==> src/hdl/usb_irq_pkg.sv <==
// Constants, command codes and carrier types of the USB host interrupt logic.
package usb_irq_pkg;

  // ===========================================================================
  // Widths and bit positions
  localparam int unsigned DATA_W = 32;
  localparam int unsigned FRAME_W = 16;
  localparam int unsigned FRAME_MSB = 15;
  localparam int unsigned COUNT_W = 2;
  localparam int unsigned BIT_SCHED_OVERRUN = 0;
  localparam int unsigned BIT_FRAME_START = 2;
  localparam int unsigned BIT_RESUME = 3;
  localparam int unsigned BIT_FATAL = 4;
  localparam int unsigned BIT_FRAME_OVERFLOW = 5;
  localparam int unsigned BIT_ROOT_HUB = 6;
  localparam int unsigned BIT_MASTER = 31;

  // ===========================================================================
  // Masks and reset values
  localparam logic [DATA_W-1:0] EVENT_MASK = 32'h0000007D;
  localparam logic [DATA_W-1:0] ENABLE_MASK = 32'h8000007D;
  localparam logic [DATA_W-1:0] ENABLE_RESET = 32'h00000000;
  localparam logic [DATA_W-1:0] WORD_ZERO = 32'h00000000;
  localparam logic [COUNT_W-1:0] COUNT_RESET = 2'h0;
  localparam logic [COUNT_W-1:0] COUNT_STEP = 2'h1;

  // ===========================================================================
  // Host port command codes
  localparam logic [7:0] CMD_RD_FLAGS = 8'h03;
  localparam logic [7:0] CMD_WR_FLAGS = 8'h83;
  localparam logic [7:0] CMD_RD_ENABLE = 8'h04;
  localparam logic [7:0] CMD_WR_ENABLE = 8'h84;
  localparam logic [7:0] CMD_RD_DISABLE = 8'h05;
  localparam logic [7:0] CMD_WR_DISABLE = 8'h85;

  // ===========================================================================
  // Carriers
  typedef struct packed {
    logic valid;
    logic [7:0] code;
    logic [DATA_W-1:0] data;
  } host_cmd_t;

  typedef struct packed {
    logic [DATA_W-1:0] root_hub_status;
    logic [DATA_W-1:0] port1_status;
    logic [DATA_W-1:0] port2_status;
    logic [FRAME_W-1:0] frame_number;
    logic system_error;
    logic resume_signal;
    logic sw_resume_state;
    logic frame_start;
    logic schedule_overrun;
  } event_in_t;

endpackage
==> src/hdl/change_detect.sv <==
// Flags a change of a watched value against its registered copy.
module change_detect #(
  parameter int unsigned WIDTH = 32
) (
  // Clock and control
  input wire logic clock,
  input wire logic reset,
  input wire logic clock_enable,
  // Watched value and result
  input wire logic [WIDTH-1:0] value,
  output logic changed
);

  logic [WIDTH-1:0] prev_q;
  logic [WIDTH-1:0] prev_d;
  logic primed_q;
  logic primed_d;

  // The first sample after reset only primes the copy, so a nonzero
  // value at power up is not mistaken for a change.
  always_comb begin
    prev_d = value;
    primed_d = 1'b1;
  end

  always_ff @(posedge clock) begin
    if (reset) begin
      prev_q <= '0;
      primed_q <= 1'b0;
    end else if (clock_enable) begin
      prev_q <= prev_d;
      primed_q <= primed_d;
    end
  end

  assign changed = primed_q && (value != prev_q);

endmodule

==> src/hdl/sticky_flag.sv <==
// One sticky event flag: hardware sets, software clears by writing one.
module sticky_flag (
  // Clock and control
  input wire logic clock,
  input wire logic reset,
  input wire logic clock_enable,
  // Set and clear requests
  input wire logic set,
  input wire logic clear,
  output logic flag
);

  logic flag_q;
  logic flag_d;

  // Set wins over clear so an event in the clearing cycle is not lost.
  always_comb begin
    flag_d = flag_q;
    if (set) begin
      flag_d = 1'b1;
    end else if (clear) begin
      flag_d = 1'b0;
    end
  end

  always_ff @(posedge clock) begin
    if (reset) begin
      flag_q <= 1'b0;
    end else if (clock_enable) begin
      flag_q <= flag_d;
    end
  end

  assign flag = flag_q;

endmodule

==> src/hdl/usb_host_interrupt_logic.sv <==
// Interrupt event flags, enables and request output of the USB host controller.
module usb_host_interrupt_logic (
  // Clock and control
  input wire logic clock,
  input wire logic reset,
  input wire logic clock_enable,
  // Host port command
  input wire usb_irq_pkg::host_cmd_t host_cmd,
  // Event sources
  input wire usb_irq_pkg::event_in_t events,
  // Host port read answer
  output logic [usb_irq_pkg::DATA_W-1:0] read_data_q,
  output logic read_valid_q,
  // Status toward the rest of the controller
  output logic interrupt_request_q,
  output logic sof_token_q,
  output logic halt_processing_q,
  output logic [usb_irq_pkg::COUNT_W-1:0] overrun_count_q
);

  // ===========================================================================
  // Event detection
  logic root_hub_changed;
  logic port1_changed;
  logic port2_changed;
  logic frame_msb_changed;
  logic resume_prev_q;
  logic resume_prev_d;
  logic resume_edge;
  logic [usb_irq_pkg::DATA_W-1:0] set_vec;
  logic [usb_irq_pkg::DATA_W-1:0] clear_vec;
  logic [usb_irq_pkg::DATA_W-1:0] flags;

  change_detect #(.WIDTH(usb_irq_pkg::DATA_W)) root_hub_watch (
    .clock(clock),
    .reset(reset),
    .clock_enable(clock_enable),
    .value(events.root_hub_status),
    .changed(root_hub_changed)
  );

  change_detect #(.WIDTH(usb_irq_pkg::DATA_W)) port1_watch (
    .clock(clock),
    .reset(reset),
    .clock_enable(clock_enable),
    .value(events.port1_status),
    .changed(port1_changed)
  );

  change_detect #(.WIDTH(usb_irq_pkg::DATA_W)) port2_watch (
    .clock(clock),
    .reset(reset),
    .clock_enable(clock_enable),
    .value(events.port2_status),
    .changed(port2_changed)
  );

  // Only the top bit is watched; it toggles once per counter half-wrap.
  change_detect #(.WIDTH(1)) frame_msb_watch (
    .clock(clock),
    .reset(reset),
    .clock_enable(clock_enable),
    .value(events.frame_number[usb_irq_pkg::FRAME_MSB]),
    .changed(frame_msb_changed)
  );

  // A resume edge while software itself drives the resume state is not
  // a device wakeup and must not raise the flag.
  assign resume_edge = events.resume_signal && !resume_prev_q && !events.sw_resume_state;

  // ===========================================================================
  // Command decode
  logic wr_flags;
  logic wr_enable;
  logic wr_disable;
  logic rd_flags;
  logic rd_enable;

  assign wr_flags = host_cmd.valid && (host_cmd.code == usb_irq_pkg::CMD_WR_FLAGS);
  assign rd_flags = host_cmd.valid && (host_cmd.code == usb_irq_pkg::CMD_RD_FLAGS);
  assign wr_enable = host_cmd.valid && (host_cmd.code == usb_irq_pkg::CMD_WR_ENABLE);
  assign wr_disable = host_cmd.valid && (host_cmd.code == usb_irq_pkg::CMD_WR_DISABLE);
  assign rd_enable = host_cmd.valid &&
    ((host_cmd.code == usb_irq_pkg::CMD_RD_ENABLE) || (host_cmd.code == usb_irq_pkg::CMD_RD_DISABLE));

  // ===========================================================================
  // Event flags
  always_comb begin
    set_vec = usb_irq_pkg::WORD_ZERO;
    set_vec[usb_irq_pkg::BIT_ROOT_HUB] = root_hub_changed || port1_changed || port2_changed;
    set_vec[usb_irq_pkg::BIT_FRAME_OVERFLOW] = frame_msb_changed;
    set_vec[usb_irq_pkg::BIT_FATAL] = events.system_error;
    set_vec[usb_irq_pkg::BIT_RESUME] = resume_edge;
    set_vec[usb_irq_pkg::BIT_FRAME_START] = events.frame_start;
    set_vec[usb_irq_pkg::BIT_SCHED_OVERRUN] = events.schedule_overrun;
    clear_vec = usb_irq_pkg::WORD_ZERO;
    if (wr_flags) begin
      clear_vec = host_cmd.data & usb_irq_pkg::EVENT_MASK;
    end
  end

  // Reserved positions have no storage and read as zero.
  for (genvar i = 0; i < usb_irq_pkg::DATA_W; i++) begin : g_flag
    if (usb_irq_pkg::EVENT_MASK[i]) begin : g_used
      sticky_flag flag_bit (
        .clock(clock),
        .reset(reset),
        .clock_enable(clock_enable),
        .set(set_vec[i]),
        .clear(clear_vec[i]),
        .flag(flags[i])
      );
    end else begin : g_reserved
      assign flags[i] = 1'b0;
    end
  end

  // ===========================================================================
  // Enables, counter and outputs
  logic [usb_irq_pkg::DATA_W-1:0] enable_q;
  logic [usb_irq_pkg::DATA_W-1:0] enable_d;
  logic [usb_irq_pkg::COUNT_W-1:0] overrun_count_d;
  logic [usb_irq_pkg::DATA_W-1:0] read_data_d;
  logic read_valid_d;
  logic interrupt_request_d;
  logic sof_token_d;
  logic halt_processing_d;

  always_comb begin
    enable_d = enable_q;
    if (wr_enable) begin
      enable_d = enable_q | (host_cmd.data & usb_irq_pkg::ENABLE_MASK);
    end else if (wr_disable) begin
      enable_d = enable_q & ~(host_cmd.data & usb_irq_pkg::ENABLE_MASK);
    end
    overrun_count_d = overrun_count_q;
    if (events.schedule_overrun) begin
      overrun_count_d = overrun_count_q + usb_irq_pkg::COUNT_STEP;
    end
    read_valid_d = rd_flags || rd_enable;
    read_data_d = read_data_q;
    if (rd_flags) begin
      read_data_d = flags;
    end else if (rd_enable) begin
      read_data_d = enable_q;
    end
    interrupt_request_d = enable_q[usb_irq_pkg::BIT_MASTER] &&
      (|(flags & enable_q & usb_irq_pkg::EVENT_MASK));
    sof_token_d = events.frame_start;
    // The halt holds while the error persists and until software clears
    // the flag, which it does only after resetting the controller.
    halt_processing_d = events.system_error || flags[usb_irq_pkg::BIT_FATAL];
    resume_prev_d = events.resume_signal;
  end

  always_ff @(posedge clock) begin
    if (reset) begin
      enable_q <= usb_irq_pkg::ENABLE_RESET;
      overrun_count_q <= usb_irq_pkg::COUNT_RESET;
      read_data_q <= usb_irq_pkg::WORD_ZERO;
      read_valid_q <= 1'b0;
      interrupt_request_q <= 1'b0;
      sof_token_q <= 1'b0;
      halt_processing_q <= 1'b0;
      resume_prev_q <= 1'b0;
    end else if (clock_enable) begin
      enable_q <= enable_d;
      overrun_count_q <= overrun_count_d;
      read_data_q <= read_data_d;
      read_valid_q <= read_valid_d;
      interrupt_request_q <= interrupt_request_d;
      sof_token_q <= sof_token_d;
      halt_processing_q <= halt_processing_d;
      resume_prev_q <= resume_prev_d;
    end
  end
endmodule

==> config.mk <==
export PLATFORM = sky130hd
export DESIGN_NAME = usb_host_interrupt_logic
export DESIGN_NICKNAME = d
export VERILOG_FILES = /design/src/hdl/usb_irq_pkg.sv /design/src/hdl/change_detect.sv /design/src/hdl/sticky_flag.sv /design/src/hdl/usb_host_interrupt_logic.sv
export SDC_FILE = /design/constraint.sdc
export NUM_CORES = 1
export LEC_CHECK = 0
export ABC_AREA = 1
export BUFFER_PORTS_ARGS = -buffer_cell sky130_fd_sc_hd__buf_2
export CORE_ASPECT_RATIO = 1.25
export CORE_MARGIN = 3
export CORE_UTILIZATION = 27
export CTS_CLUSTER_SIZE = 8
export DETAILED_ROUTE_END_ITERATION = 10
export PLACE_DENSITY_LB_ADDON = 0.25
export SLEW_MARGIN = 0
export SYNTH_ARGS = -nofsm -noshare
export SYNTH_HDL_FRONTEND = slang
export SYNTH_SLANG_ARGS = --single-unit
==> constraint.sdc <==
create_clock -name clock -period 1.7 [get_ports clock]
set_input_delay 0.17 -clock clock [delete_from_list [all_inputs] [get_ports clock]]
set_output_delay 0.17 -clock clock [all_outputs]
set_load 0.02 [all_outputs]
# == Word level (Yosys, flattened, before mapping) ==
# Index checks and enable logic that the tools add are counted.
# Widths: inputs -> output; s select.
# op_classes
addsub,1
n_eq_ne,10
n_mux,17
n_bitwise,4
n_reduce_logical,37
# ops
operator,n
$mux 32,4
$ne 32x32->1,3
$and 32x32->32,1
$not 32->32,1
$or 32x32->32,1
$eq 8x8->1 const B,3
$reduce_and 2->1,9
$eq 8x3->1 const B,2
$reduce_bool 2->1,8
$logic_and 1x1->1,12
$mux 1,12
$eq 8x2->1 const B,1
$and 7x7->7,1
$mux 7,1
$reduce_or 6->1,1
$logic_or 1x1->1,5
$add 2x1->2 const B,1
$logic_not 1->1,2
$ne 1x1->1,1
# totals
reg_bits,175
inputBits,161
output_inout_bits,38
elab_cells,88

# == Logic depth before layout (Yosys ltp) ==
# Gate-level depths: netlist of run 1.
# logic_depth
depth_word,6
mapped_depth,11
depth_no_buf,11

# == By module ==
# From an unflattened synthesis of run 1, not the netlist that was laid out.
# hier_totals
hier_cells,1138
hier_area_um2,6951.7
# modules_own_cells
mod,n_inst,cells_per_inst,area_each_um2,seq_area_each_um2
change_detect (port1_watch ...),3,294,1761.7,660.6
usb_host_interrupt_logic,1,212,1338.8,420.4
sticky_flag,6,5,40.0,20.0
change_detect (frame_msb_watch),1,14,87.6,40.0

# == Least setup slack after synthesis of run 1 ==
# Ideal clock, no wire load.
# synth_path
path_type,input-to-reg
from,in host_cmd[37] (netlist name)
to,reg read_data_q[5] (netlist name)
setup_time_ps,70
t_arrival_ps,1186
t_required_ps,1630
slack_ps,443
stages,9
path_cell_list,nor2_2 > nor3b_4 > nand2_2 > nor2_2 > inv_2 > buf_6 > nor2_2 > o21ai_1 > a21oi_1
# synth_between
elab_chain_len,5
elab_cells_between_ends,9
classes_between,eq/ne: 3; mux: 1; reduce/logical: 5
# synth_rtl
item,line,source
from (decl),usb_host_interrupt_logic.sv:8,"input wire usb_irq_pkg::host_cmd_t host_cmd,"
$eq 8x3->1,usb_host_interrupt_logic.sv:84,((host_cmd.code == usb_irq_pkg::CMD_RD_ENABLE) || (host_cmd.code == usb_irq_pkg::CMD_RD_DISABLE));
$logic_or 1x1->1,usb_host_interrupt_logic.sv:84,
$logic_and 1x1->1,usb_host_interrupt_logic.sv:83,assign rd_enable = host_cmd.valid &&
$reduce_bool 2->1 (no source line),-,
$reduce_and 2->1 (no source line),-,
to (signal assigned),usb_host_interrupt_logic.sv:160,read_data_q <= usb_irq_pkg::WORD_ZERO;
to (signal assigned),usb_host_interrupt_logic.sv:169,read_data_q <= read_data_d;
to (decl),usb_host_interrupt_logic.sv:12,"output logic [usb_irq_pkg::DATA_W-1:0] read_data_q,"
# Several ways; a longest one is shown, not always the timed one.
# A chain may end at the register's enable or synchronous reset.

# == Final worst setup path of run 1 ==
# layout_path
from,in events[115] (netlist name)
to,reg g_flag[6].g_used.flag_bit.flag_q
# layout_between
elab_chain_len,6
elab_cells_between_ends,7
classes_between,eq/ne: 1; mux: 1; reduce/logical: 5
# layout_rtl
item,line,source
from (decl),usb_host_interrupt_logic.sv:10,"input wire usb_irq_pkg::event_in_t events,"
$ne 32x32->1 *,change_detect.sv:36,assign changed = primed_q && (value != prev_q);
$logic_and 1x1->1 *,change_detect.sv:36,
$logic_or 1x1->1 * (2 in a row),usb_host_interrupt_logic.sv:90,set_vec[usb_irq_pkg::BIT_ROOT_HUB] = root_hub_changed || port1_changed || port2_changed;
$reduce_bool 2->1 (no source line),-,
$reduce_and 2->1 (no source line),-,
to (signal assigned),sticky_flag.sv:30,flag_q <= flag_d;
to (decl),sticky_flag.sv:13,logic flag_q;
# Every way passes the cells marked *; elsewhere a longest branch is shown, timed or not.

==> results by group, run 1 <==
Pwr
  • Leakage: ~4.1 nW
  • Power Internal: between 0.006 and 0.007 W
  • Net Sw Power: about 0.0021 W
  • Share of power burned in registers: 39.7%
  • Clock Power Share: a little under half
  • Sw Share: 25.4%
  • Pwr per Cell Area: between 900 and 1000 nW/um^2
  • Comb pwr share: 12.5%
  • Worst IR drop on VDD: between 0.0006 and 0.0007 V
  • Total power: roughly 0.0081 W

Synth
  • Flops & latches, synth: 125
  • Top cells by area, synth: dfxtp_1, nand2_1, nor2_1
  • Synth warnings: 0
  • Top-count cell post-synth: nand2_1
  • Syn avg cell area: about 6.3 um^2
  • Ys flop type: dfxtp_1
  • Distinct cells, synth: 24
  • Mapped Cells: 1,002
  • Post-synth EDFFs: 0
  • Synth area leader: dfxtp_1
  • Sequential fraction of the synthesis area: between 30% and 40%
  • Async S/R FF share, synth: 0%
  • Post-synth top cells: nand2_1, nor2_1, inv_1
  • Synth Cell Area: 6360 um^2
  • Synth top area share: about two fifths

Route
  • Routed wire length: 16.8 mm
  • DRC errors left: 0
  • Initial drt markers: between 200 and 300
  • Via density: between 4 and 5
  • Post-DRT Antenna Nets: 0
  • Vias: roughly 6,200
  • Wirelength per Cell: approximately 12 um
  • Drt first pass iters: 5

Setup path
  • Critical Path Start Type: input pin
  • Setup crit end kind: register
  • Crit path DAT: about 1.8 ns
  • CP most frequent cell: nand2_1
  • Critical R2R Capture: g_flag[6].g_used.flag_bit.flag
  • Worst reg-to-reg setup slack: 0.29 ns
  • Worst path cell trace: dlygate4sd3_1, buf_2, inv_1, nand2_1, nand2_1, nor2_1, nand2_1, nor2_1, nand2_1, nor2_2, nand3_1, nand2_1, a21oi_1
  • FF-to-FF path depth: 11
  • WP buf/inv: 3
  • R2R Path Start: root_hub_watch.prev_q[30]
  • CP Max Fanout: 2
  • Slowest-stage cell, CP: dlygate4sd3_1
  • Crit path required time: a little under 2 ns
  • Worst Setup Path Type: input pin to register
  • Critical Path Max Stage Delay: about 0.52 ns
  • Crit-path leading delay family: simple AND/OR/NAND/NOR gates

Hold path
  • Hold path cells: 3
  • Hold Startpoint: events[90]
  • Hold endpoint: root_hub_watch.prev_q[5]
  • Tightest Hold Check Type: input pin to register

CTS
  • CTS max path bufs: 2
  • CTS HTree Levels: 4
  • CTS tree: yes
  • CTS buffer count: 17
  • Clock slew at reported path FFs: ~0.060 ns
  • Clock sinks: roughly 130
  • Root Driver: clkbuf_16
  • Worst-Skew Late Latency: 0.41 ns

Floorplan
  • Row cnt: 62
  • Io pins: 199
  • Core region area: approximately 23,000 um^2
  • Die Height: between 150 and 200 um
  • Die width: between 100 and 150 um
  • Die ar.: around 25,000 um^2
  • Starting Density: ~28%

GRT
  • Largest net degree at the start of global routing: 94
  • Number of global-route vias before repair: a little under 6,000
  • Grt ovf: 0
  • Initial antenna violation count: 1
  • First-pass GRT wire length: around 28 mm
  • Gr usage total: between 10 and 15%

Finish
  • Fillcell total: approximately 2,500
  • Nets: ~1,300
  • Syn-to-layout area delta: 28.3%
  • # diodes: 0
  • Share of layout cells above drive strength 1: between 15 and 20%

STA
  • Total negative slack: 0 ns
  • Final min period: between 1 and 1.5 ns
  • Max Slew Vio Count: 0
  • Final setup fails: 0
  • Hold WS: approximately 0.02 ns
  • RSZ-0062 raised after global routing: no
  • Achievable Freq: between 600 and 700 MHz
  • Hold Fails Final Rpt: 0
  • Final period util: 85.5%
  • Clk_skew: between 0.006 and 0.007 ns

Flow run
  • Max-capacitance violation count: 0

Place
  • Buffers on Ports: about 130
  • GPL Wtd Cong: approximately 0.79
  • Post-DP HPWL: 12.0 mm

Run status
  • Status: finished clean
worst max path at each step:
stage,slack (ns),cells after the start,start,to
after global routing,0.05,12,events[50],g_flag[6].g_used.flag_bit.flag
final,0.25,13,events[115],g_flag[6].g_used.flag_bit.flag
after global placement,0.24,11,root_hub_watch.prev_q[30],g_flag[6].g_used.flag_bit.flag
after detailed placement,0.24,11,root_hub_watch.prev_q[30],g_flag[6].g_used.flag_bit.flag
after floorplan,0.44,9,host_cmd[37],read_data_q[5]
after CTS,0.18,12,events[50],g_flag[6].g_used.flag_bit.flag
power by group through the flow:
stage / Sequential, W / Combinational (W) / Clock, W
final: 0.00322 / 0.00101 / 0.00387
after global routing: 0.00325 / 0.00119 / 0.00413
after CTS: 0.00322 / 0.00103 / 0.00401
after detailed placement: 0.00328 / 0.000975 / 0
after global placement: 0.00328 / 0.000961 / 0
after floorplan: 0.00327 / 0.000671 / 0
worst min-delay path: stages:
cell and delay, ns:
buf_2 0.09, nor2_1 0.04, nor2_1 0.09
sequential cells by signal (all words and copies together), names as in the netlist, named ones only:
register and count:
port1_watch.prev_q 32, port2_watch.prev_q 32, root_hub_watch.prev_q 32, read_data_q 7, g_flag.g_used.flag_bit.flag 6, overrun_count_q 2, frame_msb_watch.prev_q 1, halt_processing_q 1
interrupt_request_q 1, port2_watch.primed_q 1, read_valid_q 1, resume_prev_q 1, sof_token_q 1
final cells by class:
| type | instances | area [um^2] | area share [%] |
|---|---|---|---|
| Multi-Input combinational cell | 702 | 3100 | 38.0 |
| Sequential cell | 125 | 2500 | 30.7 |
| Timing Repair Buffer | 171 | 1060 | 13.0 |
| Inverter | 138 | 518 | 6.35 |
| Clock buffer | 20 | 457 | 5.60 |
| Tap cell | 288 | 360 | 4.42 |
| Clock inverter | 11 | 166 | 2.04 |
cells in the final DEF, fill, tap and decap left out:
master and count:
nand2_1 234, nor2_1 187, inv_1 135, buf_2 132, dfxtp_1 125, o21ai_0 117
a21oi_1 89, xor2_1 30, dlygate4sd3_1 27, conb_1 25, clkbuf_16 17, buf_4 9
nor2_2 6, nand3_1 5, bufinv_16 4, inv_2 3, clkinvlp_4 3, clkinv_2 3
buf_12 3, o21ai_1 2, clkbuf_8 2, nand3b_1 1, nor3b_4 1, nand2_2 1
nor3_1 1, or3_1 1, a22o_1 1, nand4_1 1, clkbuf_1 1, clkinv_4 1
metal layers:
layer  global-route usage [%]  wire [um]
met5                        0         13
met4                     4.24        180
met3                     3.67        908
met2                     22.9       7790
met1                     16.8       7880
through the flow:
stage               utilization, %  area (um^2)  worst slack, ns  std cells
floorplan                        -         6450            0.443       1026
global placement              31.4         7270            0.237       1397
detailed placement            31.4         7270            0.236       1397
CTS                           35.3         8160            0.182       1455
global route                  35.3         8160           0.0483       1455
finish                        35.3         8160            0.247       1455
what timing repair did:
| action | in CTS | in global routing |
|---|---|---|
| endpoints found under the setup margin | 0 | 1 |
| setup buffers | 0 | 0 |
| hold buffers | 27 | 0 |
| hold endpoints to repair | 27 | 0 |
| gates resized for setup | 0 | 1 |
kinds of logic after synthesis:
kind of cell    synth area share (%)
compound gates                  16.5
other cells                   0.0589
flops                           39.3
simple gates                    26.6
buf+inv                         13.4
xor+xnor                        4.13
(Power assumes the default switching activity.)
==> run 2: changes to the inputs <==
--- a/config.mk
+++ b/config.mk
@@ -5,7 +5,6 @@
 export SDC_FILE = /design/constraint.sdc
 export NUM_CORES = 1
 export LEC_CHECK = 0
-export ABC_AREA = 1
 export BUFFER_PORTS_ARGS = -buffer_cell sky130_fd_sc_hd__buf_2
 export CORE_ASPECT_RATIO = 1.25
 export CORE_MARGIN = 3
==> results by group, run 2 <==
STA
  • Max Slew Vio Count: 0
  • Hold WS: 0.0168 ns
  • Tightest Pin Transition: roughly 0.85 ns
  • Final period util: a little over 90%
  • Clk_skew: about 0.009 ns
  • Final setup fails: 0
  • Hold Fails Final Rpt: 0
  • Final min period: 1.58 ns
  • Max-slew headroom: a little over two fifths
  • Achievable Freq: about 630 MHz
  • RSZ-0062 raised after global routing: yes

GRT
  • Number of global-route vias before repair: 4,318
  • Largest net degree at the start of global routing: approximately 110
  • Gr usage total: a little under an eighth
  • First-pass GRT wire length: between 20 and 25 mm
  • Grt ovf: 0
  • Initial antenna violation count: 3

Synth
  • Top cells by area, synth: dfxtp_1, mux2i_1, xor2_1
  • Adder-Cell Fraction of Synth Area: 0%
  • Synth Cell Area: just under 6000 um^2
  • Post-synth top cells: dfxtp_1, nor2_1, mux2i_1
  • Distinct cells, synth: 30
  • Flops & latches, synth: about 130
  • Post-synth EDFFs: 0
  • Mapped Cells: 600
  • Ys flop type: dfxtp_1
  • Syn avg cell area: roughly 9.7 um^2
  • Synth area leader: dfxtp_1
  • Top-count cell post-synth: dfxtp_1
  • Synth Area in Simple Gates: about 15%
  • Synth top area share: 43.1%
  • Mux share of post-synthesis cell area: roughly 18%
  • Synth warnings: 0
  • Async S/R FF share, synth: 0%
  • XOR/XNOR share of the synthesized area: 14.9%
  • Main combinational cell family by area after synthesis: multiplexers
  • Sequential fraction of the synthesis area: between 40% and 50%
  • Post-synthesis compound-gate area fraction: under 10%

Finish
  • Post-route cell area: between 7000 and 8000 um^2
  • Syn-to-layout area delta: 30.6%
  • Most common cell after layout, fill and taps aside: buf_2
  • Final core occ: a little over a third
  • Share of layout cells above drive strength 1: between 20% and 30%
  • Fillcell total: roughly 2,200
  • # diodes: 0
  • Most frequent cells in the layout: buf_2, dfxtp_1, nor2_1
  • Biggest regs: port1_watch.prev_q: 32 flops, port2_watch.prev_q: 32 flops, root_hub_watch.prev_q: 32 flops
  • Post-Layout Cell Count: just over 1,000
  • Nets: between 900 and 1,000

CTS
  • Clock sinks: about 130
  • Post-CTS setup buffers: 0
  • CTS tree: yes
  • Clock slew at reported path FFs: around 0.060 ns
  • CTS buffer count: 17
  • CTS HTree Levels: 4
  • CTS max path bufs: 2
  • Worst-Skew Late Latency: about 0.42 ns
  • Root Driver: clkbuf_16

Route
  • Wirelength per Cell: ~13 um
  • Vias: around 4,500
  • Drt first pass iters: 4
  • DRC errors left: 0
  • Post-DRT Antenna Nets: 0
  • Initial drt markers: 136
  • Via density: between 4 and 5
  • Routed wire length: 13.8 mm

Setup path
  • Crit path required time: 1.99 ns
  • Critical Path Start: port1_watch.prev_q[21]
  • Worst path cell trace: xor2_1, nor4_1, nand4_1, nor4_2, a211oi_1
  • WP buf/inv: 0
  • Critical Path Max Stage Delay: between 0.3 and 0.4 ns
  • Crit path DAT: 1.87 ns
  • R2R Path Start: port1_watch.prev_q[21]
  • CP Max Fanout: 2
  • Worst Setup Path Type: register to register
  • Critical Path Start Type: register
  • Setup crit end kind: register
  • Slowest-stage cell, CP: nor4_1
  • Crit-path leading delay family: simple AND/OR/NAND/NOR gates

Floorplan
  • Row cnt: 59
  • Die ar.: ~23,000 um^2
  • Starting Density: ~28%
  • Die Height: between 150 and 200 um
  • Core region area: 21,000 um^2
  • Die width: 137 um
  • Io pins: slightly below 200

Place
  • Post-placement cell count: ~1,000
  • GPL Wtd Cong: 0.744
  • Post-DP Area: about 6800 um^2
  • Buffers on Ports: about 130
  • Post-DP HPWL: approximately 9.8 mm

Run status
  • Status: finished clean

Pwr
  • Leakage: ~3.6 nW
  • Worst IR drop on VDD: approximately 0.00067 V
  • Pwr per Cell Area: about 1000 nW/um^2

Hold path
  • Tightest Hold Check Type: input pin to register
  • Hold Startpoint: events[67]

Flow run
  • Max-capacitance violation count: 0
run 2: cell types whose count changed after synthesis, moves of 15 or more:
cell / delta
o21ai_0: -117
nor2_1: -73
xor2_1: +69
nand2_1: -206
nor4_1: +25
clkbuf_1: -15
a21oi_1: -74
inv_1: -134
mux2i_1: +104
run 2: per-layer routing:
metal	track usage, %	routed length (um)	vias up
met1	14.1	6110	2021
li1	-	-	2289
met4	4.69	185	6
met3	3.73	802	18
met2	19.9	6630	120
met5	0	41	-
run 2: cell type report:
class                   instances  area (um^2)  area share (%)
multi-input cells             446         3130            41.3
flip-flops and latches        125         2500            33.0
repair buffers                160          970            12.8
clock buffers                  20          467            6.16
well taps                     274          343            4.52
clock inverters                12          160            2.11
inverters                       2         7.51          0.0990
run 2: through the flow:
| step | setup WS [ns] | power [W] | TNS (ns) |
|---|---|---|---|
| 2_1_floorplan | 0.141 | 0.00382 | 0 |
| 3_3_place_gp | -0.0511 | 0.00411 | -0.101 |
| 3_5_place_dp | -0.0570 | 0.00412 | -0.0922 |
| 4_1_cts | 0.00461 | 0.00805 | 0 |
| 5_1_grt | -0.00490 | 0.00829 | -0.00490 |
| 6_report | 0.118 | 0.00790 | 0 |
run 2: report_power, final:
| group | internal (W) | switching, W | leakage, nW | total (W) |
|---|---|---|---|---|
| logic | 0.000426 | 0.000476 | 2.29 | 0.000902 |
| registers | 0.00309 | 0.0000968 | 1.03 | 0.00318 |
| clock network | 0.00244 | 0.00138 | 0.307 | 0.00382 |
run 2: final timing paths:
path	end	slack [ns]	depth (start not counted)
worst max-delay path	g_flag[6].g_used.flag_bit.flag	0.12	5
worst min-delay path	port1_watch.prev_q[14]	0.02	3
worst max register to register	g_flag[6].g_used.flag_bit.flag	0.12	5
worst min register to register	read_data_q[31]	0.45	2
run 2: logic make-up (layout without fill, tap and decap cells):
family          after synthesis  after routing
simple gates                187            187
flops                       125            125
mux                         104            104
xor+xnor                     99             99
buf+inv                      53            194
compound gates               31             31
other cells                   1             25
run 2: worst min-delay path, stage by stage:
cell	delay (ns)
buf_2	0.09
mux2i_1	0.06
nor2_1	0.07
run 2: timing repair:
action                     4_1_cts  5_1_grt
setup endpoints to repair        1        1
hold endpoints to repair        12        0
gates resized for setup          2        6
hold buffers                    12        0
pin swaps                        1        1
==> run 3: changes to the inputs <==
--- a/config.mk
+++ b/config.mk
@@ -12,6 +12,7 @@
 export CTS_CLUSTER_SIZE = 8
 export DETAILED_ROUTE_END_ITERATION = 10
 export PLACE_DENSITY_LB_ADDON = 0.25
+export RECOVER_POWER = 100
 export SLEW_MARGIN = 0
 export SYNTH_ARGS = -nofsm -noshare
 export SYNTH_HDL_FRONTEND = slang
==> results by group, run 3 (same netlist as run 2, synthesis figures left out) <==
Setup path
  • Slowest-stage cell, CP: or4b_1
  • Setup crit end kind: register
  • Critical Path Start: host_cmd[38]
  • Crit-path leading delay family: simple AND/OR/NAND/NOR gates
  • CP Max Fanout: 5
  • Worst path cell trace: buf_2, or4b_1, nor4b_1, buf_4, nand2_1, a32oi_1, nor2_1
  • Critical Path Start Type: input pin
  • Crit path required time: about 2 ns
  • Critical Path Max Stage Delay: approximately 0.62 ns
  • Worst Setup Path Type: input pin to register
  • WP buf/inv: 2
  • Crit path DAT: around 1.9 ns
  • R2R Path Start: port2_watch.prev_q[31]

Finish
  • Post-route cell area: around 7500 um^2
  • Fillcell total: between 2,000 and 2,500
  • Share of layout cells above drive strength 1: a little under a quarter
  • Biggest regs: port1_watch.prev_q: 32 flops, port2_watch.prev_q: 32 flops, root_hub_watch.prev_q: 32 flops
  • # diodes: 0
  • Most common cell after layout, fill and taps aside: dfxtp_1
  • Nets: between 900 and 1,000
  • Final core occ: a little over a third
  • Area of the multi-input gates: 3100 um^2
  • Sequential cell area: 2500 um^2
  • Syn-to-layout area delta: 29.5%
  • Most frequent cells in the layout: dfxtp_1, buf_2, nor2_1

GRT
  • Number of global-route vias before repair: 4,318
  • Largest net degree at the start of global routing: ~110
  • Met2 usage: ~20%
  • GR Util met1: roughly 14%
  • Grt ovf: 0
  • Gr usage total: 11.9%
  • GR peak layer: met2
  • Initial antenna violation count: 3
  • First-pass GRT wire length: between 20 and 25 mm
  • Met3 Usage GRT: 3.73%

STA
  • Final min period: about 1.6 ns
  • Achievable Freq: between 600 and 700 MHz
  • RSZ-0062 raised after global routing: yes
  • Final setup fails: 0
  • Clk_skew: around 0.0099 ns
  • Max-slew headroom: a little under a tenth
  • Max Slew Vio Count: 0
  • Final period util: a little over nine tenths
  • Hold Fails Final Rpt: 0
  • Min setup slack post-route: between 0.06 and 0.07 ns
  • Tightest Pin Transition: about 1.4 ns
  • Total negative slack: 0 ns

Place
  • GPL Wtd Cong: roughly 0.74
  • Post-DP Area: about 6800 um^2
  • Post-Place Worst Slack: -0.0570 ns
  • Post-DP HPWL: around 9.8 mm
  • Buffers on Ports: ~130

Pwr
  • Comb pwr share: 11.3%
  • Total power: 0.00789 W
  • Worst IR drop on VDD: 0.000666 V
  • Clock Power Share: between 40% and 50%
  • Leakage: approximately 3.6 nW
  • Power Internal: 0.00595 W
  • Pwr per Cell Area: ~1000 nW/um^2
  • Net Sw Power: 0.00194 W
  • Share of power burned in registers: between 40% and 50%
  • Sw Share: 24.6%

CTS
  • CTS tree: yes
  • Worst-Skew Late Latency: 0.41 ns
  • Clock sinks: between 100 and 150
  • Post-CTS setup buffers: 0
  • Root Driver: clkbuf_16
  • Clock slew at reported path FFs: 0.06 ns
  • CTS HTree Levels: 4
  • CTS max path bufs: 2
  • CTS buffer count: 17

Route
  • Initial drt markers: roughly 130
  • Post-DRT Antenna Nets: 0
  • DRC errors left: 0
  • Via density: 4.28
  • Drt first pass iters: 4
  • Vias: 4,445
  • Wirelength per Cell: ~13 um
  • Routed wire length: 13.7 mm

Flow run
  • Max-capacitance violation count: 0

Floorplan
  • Die width: ~140 um
  • Die Height: approximately 170 um
  • Row cnt: 59
  • Io pins: 199
  • Die ar.: roughly 23,000 um^2
  • Core region area: roughly 21,000 um^2
  • Starting Density: 27.7%

Run status
  • Status: finished clean

Hold path
  • Hold Startpoint: events[67]
  • Tightest Hold Check Type: input pin to register
[run 3: cell count changes in the layout (fill, tap and decap cells not counted), sizes merged]
cell    change
buf        -15
clkbuf     +15
[run 3: routing by layer]
metal	share of wire, %	vias up	wire length (um)
li1	-	2290	-
met1	44	2015	6030
met2	49	119	6670
met3	5.8	15	799
met4	1.2	6	165
met5	0.30	-	41
[run 3: layout make-up]
| type | count | area share (%) |
|---|---|---|
| Clock inverter | 12 | 2.13 |
| Inverter | 2 | 0.0999 |
| Sequential cell | 125 | 33.3 |
| Clock buffer | 20 | 6.21 |
| Timing Repair Buffer | 160 | 12.4 |
| Multi-Input combinational cell | 446 | 41.3 |
| Tap cell | 274 | 4.56 |
[run 3: power groups by stage]
stage	Sequential [W]	Combinational, W	Clock [W]
global route	0.00320	0.00100	0.00408
detailed placement	0.00325	0.000878	0
floorplan	0.00324	0.000583	0
finish	0.00318	0.000893	0.00381
CTS	0.00318	0.000909	0.00396
global placement	0.00324	0.000872	0
[run 3: stage by stage]
step	std cells	hold slack, ns
2_1_floorplan	624	0.317
3_3_place_gp	995	0.427
3_5_place_dp	995	0.433
4_1_cts	1039	0.0000861
5_1_grt	1039	0.0142
6_report	1039	0.0180
[run 3: what timing repair did]
item	4_1_cts	5_1_grt
pin swaps	1	1
setup endpoints to repair	1	1
hold endpoints to repair	12	0
gates resized for setup	2	6
hold buffers	12	0
[run 3: final timing paths]
check / endpoint / depth (start not counted) / slack [ns]
max: g_flag[5].g_used.flag_bit.flag / 7 / 0.07
min: port1_watch.prev_q[14] / 3 / 0.02
max reg2reg: g_flag[6].g_used.flag_bit.flag / 6 / 0.13
min reg2reg: read_data_q[31] / 2 / 0.45
[run 3: tightest hold or removal path: cells and delay by family]
family        cells  cell delay, ns
buf+inv           1            0.09
mux               1            0.06
simple gates      1            0.07
